### src/pkg/glcc_defs.svh
/*
  Register indices, field positions, reset values and source codes for the
  pin, lock-status and clock-configuration block.
  Assumes a 32-bit Wishbone bus whose byte address is four times the index.
*/
`ifndef GLCC_DEFS_SVH
`define GLCC_DEFS_SVH

// Register indices (byte address = index * 4)
`define GLCC_IDX_MCLK_CFG 10'h006
`define GLCC_IDX_LOCK_STATUS 10'h007
`define GLCC_IDX_FUNC_CFG 10'h008
`define GLCC_IDX_LEVEL 10'h009
`define GLCC_IDX_SS_FIRST 10'h00a
`define GLCC_IDX_SS_LAST 10'h00d
`define GLCC_IDX_MISC 10'h387

// Lock status fields
`define GLCC_BIT_A1_NOW 0
`define GLCC_BIT_A1_FLAG 1
`define GLCC_BIT_A1_IE 2
`define GLCC_BIT_A2_NOW 4
`define GLCC_BIT_A2_FLAG 5
`define GLCC_BIT_A2_IE 6

// Clock source / misc fields
`define GLCC_BIT_MISC_MUX 1
`define GLCC_BIT_MISC_OSC 2

// Reset values
`define GLCC_RST_ZERO 8'h00
`define GLCC_RST_MISC 8'h04

// Status source register codes
`define GLCC_SRC_LAST_EXT 3'h4
`define GLCC_SRC_LOCK 3'h5
`define GLCC_SRC_DPLL 3'h6
`define GLCC_SRC_IRQ 3'h7

`endif

### src/pkg/glcc_pkg.sv
/*
  Types shared by the pin, lock-status and clock-configuration block.
  Assumes nothing beyond a SystemVerilog compiler.
*/
package glcc_pkg;

  typedef enum logic [1:0] {
    GLCC_FN_INPUT,
    GLCC_FN_FOLLOW,
    GLCC_FN_LOW,
    GLCC_FN_HIGH
  } glcc_func_t;

  typedef struct packed {
    logic output_invert;
    logic open_drain;
    logic [2:0] reg_sel;
    logic [2:0] bit_sel;
  } glcc_ss_t;

  typedef struct packed {
    logic cyc;
    logic stb;
    logic we;
    logic [11:0] adr;
    logic [3:0] sel;
    logic [31:0] dat;
  } glcc_wb_req_t;

  typedef struct packed {
    logic ack;
    logic [31:0] dat;
  } glcc_wb_rsp_t;

endpackage

### src/verilog/glcc_mclk_div.sv
/*
  Master clock divider: divides its clock by 2, 3 or 4, or holds low.
  Assumes its clock stands for the second analog loop's output.
*/
`timescale 1ns/1ps
`include "glcc_defs.svh"

module glcc_mclk_div
  import glcc_pkg::*;
(
  input wire logic clk,
  input wire logic rst_n,
  input wire logic [1:0] code_i,
  output logic div_o
);

  logic [1:0] cnt_q;
  logic div_q;

  always_ff @(posedge clk or negedge rst_n)
  begin
    if (!rst_n)
      cnt_q <= 2'h0;
    else if (cnt_q >= code_i)
      cnt_q <= 2'h0;
    else
      cnt_q <= cnt_q + 2'h1;
  end

  // High for the first half of each period, two of three cycles at code 2; code 0 keeps the output low
  always_ff @(posedge clk or negedge rst_n)
  begin
    if (!rst_n)
      div_q <= 1'b0;
    else if (code_i == 2'h0)
      div_q <= 1'b0;
    else
      div_q <= (cnt_q <= (code_i >> 1));
  end

  assign div_o = div_q;
endmodule

### src/verilog/glcc_pin_ctrl.sv
/*
  Drive logic for one general-purpose pin: input, fixed level, or a
  status-following output with invert and open-drain options.
  Assumes registered configuration from the register file.
*/
`timescale 1ns/1ps
`include "glcc_defs.svh"

module glcc_pin_ctrl
  import glcc_pkg::*;
(
  input wire logic clk,
  input wire logic rst_n,
  input glcc_func_t func_i,
  input glcc_ss_t ss_i,
  input wire logic force_en_i,
  input wire logic force_val_i,
  input wire logic [7:0] lock_status_i,
  input wire logic [39:0] ext_status_i,
  input wire logic dpll_locked_i,
  input wire logic irq_any_i,
  output logic pin_o,
  output logic pin_oe
);

  logic sel_bit;
  logic pin_q;
  logic oe_q;
  logic [5:0] ext_idx;

  assign ext_idx = {ss_i.reg_sel, ss_i.bit_sel};

  // Codes up to 4 pick an external status bit; 5 the lock byte, 6 DPLL lock, 7 the interrupt
  always_comb
  begin
    sel_bit = 1'b0;
    if (ss_i.reg_sel <= `GLCC_SRC_LAST_EXT)
      sel_bit = ext_status_i[ext_idx];
    else if (ss_i.reg_sel == `GLCC_SRC_LOCK)
      sel_bit = lock_status_i[ss_i.bit_sel];
    else if (ss_i.reg_sel == `GLCC_SRC_DPLL)
      sel_bit = dpll_locked_i;
    else
      sel_bit = irq_any_i;
  end

  always_ff @(posedge clk or negedge rst_n)
  begin
    if (!rst_n)
    begin
      pin_q <= 1'b0;
      oe_q <= 1'b0;
    end
    else if (force_en_i)
    begin
      pin_q <= force_val_i;
      oe_q <= 1'b1;
    end
    else
    begin
      case (func_i)
        GLCC_FN_INPUT:
        begin
          pin_q <= 1'b0;
          oe_q <= 1'b0;
        end
        GLCC_FN_FOLLOW:
        begin
          pin_q <= sel_bit ^ ss_i.output_invert;
          oe_q <= !ss_i.open_drain || sel_bit;
        end
        GLCC_FN_LOW:
        begin
          pin_q <= 1'b0;
          oe_q <= 1'b1;
        end
        default:
        begin
          pin_q <= 1'b1;
          oe_q <= 1'b1;
        end
      endcase
    end
  end

  assign pin_o = pin_q;
  assign pin_oe = oe_q;
endmodule

### src/verilog/glcc_top.sv
/*
  General-purpose pins, analog loop lock status and master clock
  configuration, reached over a classic Wishbone slave with 32-bit data.
  Assumes lock, switch and status inputs synchronous to REF_CLK, and that
  REF_CLK stands for the second analog loop output feeding the divider.
*/
//
// Contract
// - Divisor code 00 holds output low; 01, 10, 11 divide by 2, 3, 4.
// - Oscillator-keep bit set keeps self-config oscillator on after completion.
// - Source select 0 picks divided loop clock, 1 picks external clock input.
// - Lock-now bits read 1 while locked: bit 4 loop two, bit 0 loop one.
// - Lock change flag sets whenever its lock-now bit changes either way.
// - Change flag clears only on a written 1; writing 0 keeps it.
// - Interrupt raised when a set flag has its enable bit at 1.
// - Pin four becomes switch select when either switch mode input is 1.
// - Function code 00 input, 01 follow, 10 drive low, 11 drive high.
// - Function fields: pin4 bits 7:6 down to pin1 bits 1:0.
// - Level readback shows pins 4..1 in bits 3..0, upper bits zero.
// - Follow output takes the bit chosen by its own status-source register.
// - Invert bit 7: 0 follows the status bit, 1 drives its inverse.
// - Open-drain bit 6: 1 drives only while active, floats otherwise.
// - Source register code 111 makes the pin an interrupt output.
`timescale 1ns/1ps
`include "glcc_defs.svh"

module glcc_top
  import glcc_pkg::*;
(
  input wire logic REF_CLK,
  input wire logic RST_N,
  input glcc_wb_req_t WB_REQ,
  output glcc_wb_rsp_t WB_RSP,
  input wire logic APLL1_LOCK,
  input wire logic APLL2_LOCK,
  input wire logic DPLL_LOCKED,
  input wire logic [39:0] EXT_STATUS,
  input wire logic EXT_SW_DIGITAL,
  input wire logic EXT_SW_ANALOG,
  input wire logic SWITCH_SEL,
  input wire logic [3:0] GPIO_I,
  output logic [3:0] GPIO_O,
  output logic [3:0] GPIO_OE,
  input wire logic EXT_MCLK_IN,
  output logic MCLK_OUT,
  output logic IRQ,
  input wire logic SELFCFG_DONE,
  output logic SELFCFG_OSC_EN
);

  ////////////////////////////////////////////////////////////////////////////
  // Reset release
  logic rst_meta_q;
  logic rst_n_q;

  always_ff @(posedge REF_CLK or negedge RST_N)
  begin
    if (!RST_N)
    begin
      rst_meta_q <= 1'b0;
      rst_n_q <= 1'b0;
    end
    else
    begin
      rst_meta_q <= 1'b1;
      rst_n_q <= rst_meta_q;
    end
  end

  ////////////////////////////////////////////////////////////////////////////
  // Wishbone slave: ack one cycle after the request, writes land on the ack edge
  logic ack_q;
  logic [31:0] dat_q;
  logic [31:0] rd_d;
  logic [9:0] idx;
  logic [7:0] wdat;
  logic wr_fire;
  logic req;

  assign idx = WB_REQ.adr[11:2];
  assign wdat = WB_REQ.dat[7:0];
  assign req = WB_REQ.cyc && WB_REQ.stb;
  assign wr_fire = ack_q && req && WB_REQ.we && WB_REQ.sel[0];

  always_ff @(posedge REF_CLK or negedge rst_n_q)
  begin
    if (!rst_n_q)
      ack_q <= 1'b0;
    else
      ack_q <= req && !ack_q;
  end

  always_ff @(posedge REF_CLK or negedge rst_n_q)
  begin
    if (!rst_n_q)
      dat_q <= 32'h0000_0000;
    else if (req && !ack_q)
      dat_q <= rd_d;
  end

  assign WB_RSP = '{ack: ack_q, dat: dat_q};

  ////////////////////////////////////////////////////////////////////////////
  // Register state
  logic [1:0] mclk_div_q;
  logic [1:0] ie_q;
  logic [1:0] flag_q;
  logic [1:0] flag_d;
  logic [1:0] lock_q;
  logic [1:0] lock_in;
  logic [1:0] lock_clr;
  logic [7:0] func_q;
  glcc_ss_t ss_q [4];
  logic osc_keep_q;
  logic mux_sel_q;
  logic [7:0] lock_byte;
  logic [3:0] sync1_q;
  logic [3:0] sync2_q;

  assign lock_in = {APLL2_LOCK, APLL1_LOCK};

  always_ff @(posedge REF_CLK or negedge rst_n_q)
  begin
    if (!rst_n_q)
      lock_q <= 2'h0;
    else
      lock_q <= lock_in;
  end

  // A change in the clearing cycle wins over the clear
  assign lock_clr[0] = wr_fire && idx == `GLCC_IDX_LOCK_STATUS && wdat[`GLCC_BIT_A1_FLAG];
  assign lock_clr[1] = wr_fire && idx == `GLCC_IDX_LOCK_STATUS && wdat[`GLCC_BIT_A2_FLAG];
  assign flag_d = (flag_q & ~lock_clr) | (lock_in ^ lock_q);

  always_ff @(posedge REF_CLK or negedge rst_n_q)
  begin
    if (!rst_n_q)
      flag_q <= 2'h0;
    else
      flag_q <= flag_d;
  end

  always_ff @(posedge REF_CLK or negedge rst_n_q)
  begin
    if (!rst_n_q)
      ie_q <= 2'h0;
    else if (wr_fire && idx == `GLCC_IDX_LOCK_STATUS)
      ie_q <= {wdat[`GLCC_BIT_A2_IE], wdat[`GLCC_BIT_A1_IE]};
  end

  always_ff @(posedge REF_CLK or negedge rst_n_q)
  begin
    if (!rst_n_q)
      func_q <= `GLCC_RST_ZERO;
    else if (wr_fire && idx == `GLCC_IDX_FUNC_CFG)
      func_q <= wdat;
  end

  always_ff @(posedge REF_CLK or negedge rst_n_q)
  begin
    if (!rst_n_q)
      mclk_div_q <= 2'h0;
    else if (wr_fire && idx == `GLCC_IDX_MCLK_CFG)
      mclk_div_q <= wdat[1:0];
  end

  always_ff @(posedge REF_CLK or negedge rst_n_q)
  begin
    if (!rst_n_q)
    begin
      osc_keep_q <= 1'(`GLCC_RST_MISC >> `GLCC_BIT_MISC_OSC);
      mux_sel_q <= 1'b0;
    end
    else if (wr_fire && idx == `GLCC_IDX_MISC)
    begin
      osc_keep_q <= wdat[`GLCC_BIT_MISC_OSC];
      mux_sel_q <= wdat[`GLCC_BIT_MISC_MUX];
    end
  end

  always_ff @(posedge REF_CLK or negedge rst_n_q)
  begin
    if (!rst_n_q)
    begin
      for (int i = 0; i < 4; i++)
        ss_q[i] <= `GLCC_RST_ZERO;
    end
    else if (wr_fire && idx >= `GLCC_IDX_SS_FIRST && idx <= `GLCC_IDX_SS_LAST)
      ss_q[2'(idx - `GLCC_IDX_SS_FIRST)] <= wdat;
  end

  ////////////////////////////////////////////////////////////////////////////
  // Read mux; unmapped indices read zero
  assign lock_byte = {1'b0, ie_q[1], flag_q[1], lock_q[1], 1'b0, ie_q[0], flag_q[0], lock_q[0]};

  always_comb
  begin
    rd_d = 32'h0000_0000;
    if (idx == `GLCC_IDX_MCLK_CFG)
      rd_d[1:0] = mclk_div_q;
    else if (idx == `GLCC_IDX_LOCK_STATUS)
      rd_d[7:0] = lock_byte;
    else if (idx == `GLCC_IDX_FUNC_CFG)
      rd_d[7:0] = func_q;
    else if (idx == `GLCC_IDX_LEVEL)
      rd_d[3:0] = sync2_q;
    else if (idx >= `GLCC_IDX_SS_FIRST && idx <= `GLCC_IDX_SS_LAST)
      rd_d[7:0] = ss_q[2'(idx - `GLCC_IDX_SS_FIRST)];
    else if (idx == `GLCC_IDX_MISC)
      rd_d[7:0] = {5'h00, osc_keep_q, mux_sel_q, 1'b0};
  end

  ////////////////////////////////////////////////////////////////////////////
  // Interrupt, oscillator keep and pin level synchroniser
  logic irq_any;
  logic irq_q;
  logic osc_q;

  assign irq_any = |(flag_q & ie_q);

  always_ff @(posedge REF_CLK or negedge rst_n_q)
  begin
    if (!rst_n_q)
    begin
      irq_q <= 1'b0;
      osc_q <= 1'b1;
    end
    else
    begin
      irq_q <= irq_any;
      osc_q <= !SELFCFG_DONE || osc_keep_q;
    end
  end

  assign IRQ = irq_q;
  assign SELFCFG_OSC_EN = osc_q;

  // Board pins may change at any time, so they are resynchronised anyway
  always_ff @(posedge REF_CLK or negedge rst_n_q)
  begin
    if (!rst_n_q)
    begin
      sync1_q <= 4'h0;
      sync2_q <= 4'h0;
    end
    else
    begin
      sync1_q <= GPIO_I;
      sync2_q <= sync1_q;
    end
  end

  ////////////////////////////////////////////////////////////////////////////
  // Pins
  logic ext_sw;

  assign ext_sw = EXT_SW_DIGITAL || EXT_SW_ANALOG;

  for (genvar g = 0; g < 4; g++)
  begin : g_pin
    glcc_pin_ctrl u_pin (
      .clk(REF_CLK),
      .rst_n(rst_n_q),
      .func_i(glcc_func_t'(func_q[2*g +: 2])),
      .ss_i(ss_q[g]),
      .force_en_i(g == 3 ? ext_sw : 1'b0),
      .force_val_i(SWITCH_SEL),
      .lock_status_i(lock_byte),
      .ext_status_i(EXT_STATUS),
      .dpll_locked_i(DPLL_LOCKED),
      .irq_any_i(irq_any),
      .pin_o(GPIO_O[g]),
      .pin_oe(GPIO_OE[g])
    );
  end

  ////////////////////////////////////////////////////////////////////////////
  // Master clock divider and source mux
  logic div_out;
  logic mclk_q;

  glcc_mclk_div u_div (
    .clk(REF_CLK),
    .rst_n(rst_n_q),
    .code_i(mclk_div_q),
    .div_o(div_out)
  );

  // External clock is sampled, so it only passes if well below REF_CLK
  always_ff @(posedge REF_CLK or negedge rst_n_q)
  begin
    if (!rst_n_q)
      mclk_q <= 1'b0;
    else
      mclk_q <= mux_sel_q ? EXT_MCLK_IN : div_out;
  end

  assign MCLK_OUT = mclk_q;
endmodule

### config.mk
export PLATFORM = sky130hd
export DESIGN_NAME = glcc_top
export DESIGN_NICKNAME = d
export VERILOG_FILES = /design/src/pkg/glcc_pkg.sv /design/src/verilog/glcc_mclk_div.sv /design/src/verilog/glcc_pin_ctrl.sv /design/src/verilog/glcc_top.sv
export VERILOG_INCLUDE_DIRS = /design/src /design/src/pkg
export SDC_FILE = /design/constraint.sdc
export NUM_CORES = 1
export LEC_CHECK = 0
export ABC_AREA = 1
export ABC_CLOCK_PERIOD_IN_PS = 4900
export BUFFER_PORTS_ARGS = -buffer_cell sky130_fd_sc_hd__buf_4
export CAP_MARGIN = 25
export CORE_MARGIN = 4
export CORE_UTILIZATION = 35
export DETAILED_ROUTE_END_ITERATION = 6
export GPL_ROUTABILITY_DRIVEN = 0
export MAX_ROUTING_LAYER = met4
export PLACE_DENSITY_LB_ADDON = 0.12
export SYNTH_ARGS = -nofsm -noshare
export SYNTH_HDL_FRONTEND = slang
export SYNTH_HIERARCHICAL = 1
export SYNTH_SLANG_ARGS = --single-unit
### constraint.sdc
create_clock -name REF_CLK -period 4.9 [get_ports REF_CLK]
set_clock_uncertainty 0.05 [all_clocks]
set_input_delay 0.49 -clock REF_CLK [delete_from_list [all_inputs] [get_ports REF_CLK]]
set_output_delay 0.49 -clock REF_CLK [all_outputs]
set_load 0.005 [all_outputs]
==> results.cfg <==
[outcome]
outcome = complete, no violations

[synthesis]
yosysTopAreaCellShare_pct = 30.99
synth_top_area_cell = dfrtp_1
yosysMostFrequentCell = nand2_1
synthTopCellsByArea = dfrtp_1 31%, nand2_1 23%, nand3_1 12%, inv_1 6.7%, buf_4 3.9%
synth.ff_latch_count = 83
synth_edf_count = 0
async_flop_share_pct = 100.0
ys.flop_type = dfrtp_1
synthTopCellsByCount = 403 x nand2_1, 151 x nand3_1, 117 x inv_1
yosys.cell_types.count = 37
synthCells = 1028
yosysWarnings = 6
avgSynthCellArea_sq_um = 6.362
yosysSeqAreaShare_pct = 31.80
netlist_area_sq_um = 6540

[clock_network]
cts.sinks = 83
cts_buffers = 9
clock_latency_ns = 0.34
clockBufferDepth = 2
clkTransAtPathRegs_ns = 0.07
cts-root-buf = clkbuf_16
htree_levels = 3
cts_resized = 0
cts_tree = built

[worst_setup_path]
cp.required_ns = 5.09
cp.arrival_ns = 2.72
crit_path_max_fanout = 16
crit_path_end_kind = flip-flop
crit_type = flip-flop to flip-flop
ff2ff_path_depth = 11
start_kind = flip-flop

[floorplan]
pin_count = 149
rows = 49
dieWidth_um = 144.7
dieHeight_um = 144.7
start_util_pct = 36.04
dieArea_sq_um = 20940
core_sq_um = 18150

[timing]
hold_viol_final = 0
finalCritPeriodShare_pct = 51.72
finalMaxSlewViolations = 0
setup_viol = 0
timing.slew.headroom_pct = 48.52
fin_tns_setup_ns = 0
rsz0062_at_grt = false
max_slew.worst_pin.slew_ns = 0.7722
holdWs_ns = 0.2009
min_period_ns = 2.534
max_freq_ghz = 0.3946

[placed_design]
hpwl_um = 15970
port_buffers = 95

[global_routing]
overflow = 0
grt_pass1_vias = 6162
antenna_found_initial = 0
grt_util_all_layers_pct = 21.65
grt_max_degree = 52
grt_pass1_wl_um = 34040

[finish]
num_antenna_cells = 0
fillCellCount = 1942
drive_above_1_share_pct = 14.43
synthToLayoutAreaGrowth_pct = 16.20
final_nets = 1226

[route]
first_pass_iters = 5
detail-route-antenna-nets = 0
drtIter0Drc = 447
wl_per_cell_um = 16.02
drc = 0
routed_via_density = 4.890
wl_um = 21670
route.vias.total = 6611

[pwr]
peakVddDrop_v = 0.0001774
power_density_nw_per_um2 = 202.8
p_leak_uw = 0.003966

[min_path]
hold_class = input pin to flip-flop
hold_path_depth = 1

[run]
drv_cap = 0
path summary, 6_finish.rpt:
kind                            from                   end  slack [ns]
setup / recovery             ss_q[1]  g_pin[3].u_pin/pin_o        2.37
max in group asynchronous    rst_n_q        SELFCFG_OSC_EN        3.91
setup reg to reg             ss_q[1]  g_pin[3].u_pin/pin_o        2.37
hold reg to reg              rst_n_q             func_q[4]        0.23
hold / removal             GPIO_I[0]            sync1_q[0]        0.20
min in group asynchronous    rst_n_q             func_q[4]        0.23
critical path, cell delays in order, from the launching register on:
cell	delay (ns)
dfrtp_1	0.84
inv_1	0.46
nand3_1	0.20
nand3_1	0.16
nand3_1	0.14
nand2_1	0.07
o21ai_2	0.22
nand2_1	0.08
nand2_1	0.06
nand3_1	0.06
nand2_1	0.06
nand2_1	0.04
cells in the final DEF, fill, tap and decap left out, types with 4 or more instances in the layout:
master	n
nand2_1	403
nand3_1	151
inv_1	117
buf_4	96
dfrtp_1	80
nor2_1	59
conb_1	42
o21ai_1	40
o21ai_0	30
o21ai_2	13
o211ai_1	10
clkbuf_16	9
a21oi_1	8
nand2_4	6
nor2_4	5
a22oi_1	5
nand4_1	4
or2_2	4
inv_4	4
buf_16	4
power by group:
group / switching [uW] / internal (uW)
registers: 11.1 / 696
logic: 113 / 81.8
clock network: 291 / 348
total: 415 / 1130
state kept, by name, indices dropped and copies added (netlist names), 2 cells and up:
name,flops
ie_q,2
func_q,8
sync1_q,4
u_div/cnt_q,2
lock_q,2
g_pin.u_pin/pin_oe,4
g_pin.u_pin/pin_o,4
dat_q,8
ss_q,32
flag_q,2
mclk_div_q,2
sync2_q,4
metal layers:
layer	vias up	track usage (%)	part of all wire, %
met1	2964	28.55	46
met4	0	8.935	4.0
li1	3368	-	-
met5	-	-	0
met3	54	3.352	5.5
met2	225	33.36	45
kinds of logic after synthesis:
group	synth area share, %
adders and majority gates	0.5740
buffers and inverters	15.00
AOI/OAI and AO/OA	9.566
xor gates and xnor gates	0.2679
muxes	0.1722
and+or+nand+nor	42.51
DFF	31.80
other	0.1148
stage by stage:
step           instance area [sq um]  instances  utilization [%]  setup WS [ns]  total power, uW
5_1_grt                         7600       1352            41.88          2.191             1616
4_1_cts                         7517       1349            41.42          2.266             1558
6_report                        7600       1352            41.88          2.366             1541
3_5_place_dp                    7228       1332            39.83          2.265            915.2
2_1_floorplan                   6690       1068                -          2.371            825.9
3_3_place_gp                    7201       1331            39.68          2.258            912.1
timing repair:
item | 4_1_cts | 5_1_grt
buffers inserted | 0 | 0
hold buffers | 1 | 0
hold endpoints to repair | 2 | 0
area by class of cell:
class                      count  area, sq um  area share [%]
multi-input combinational    799         3630           47.76
sequential                    83         2083           27.41
timing repair buffer         101        840.8           11.06
inverter                     124        480.5           6.322
tap                          229        286.5           3.770
clock buffer                  10        229.0           3.013
clock inverter                 6        50.05          0.6585
Power figures use the tool's default switching activity.
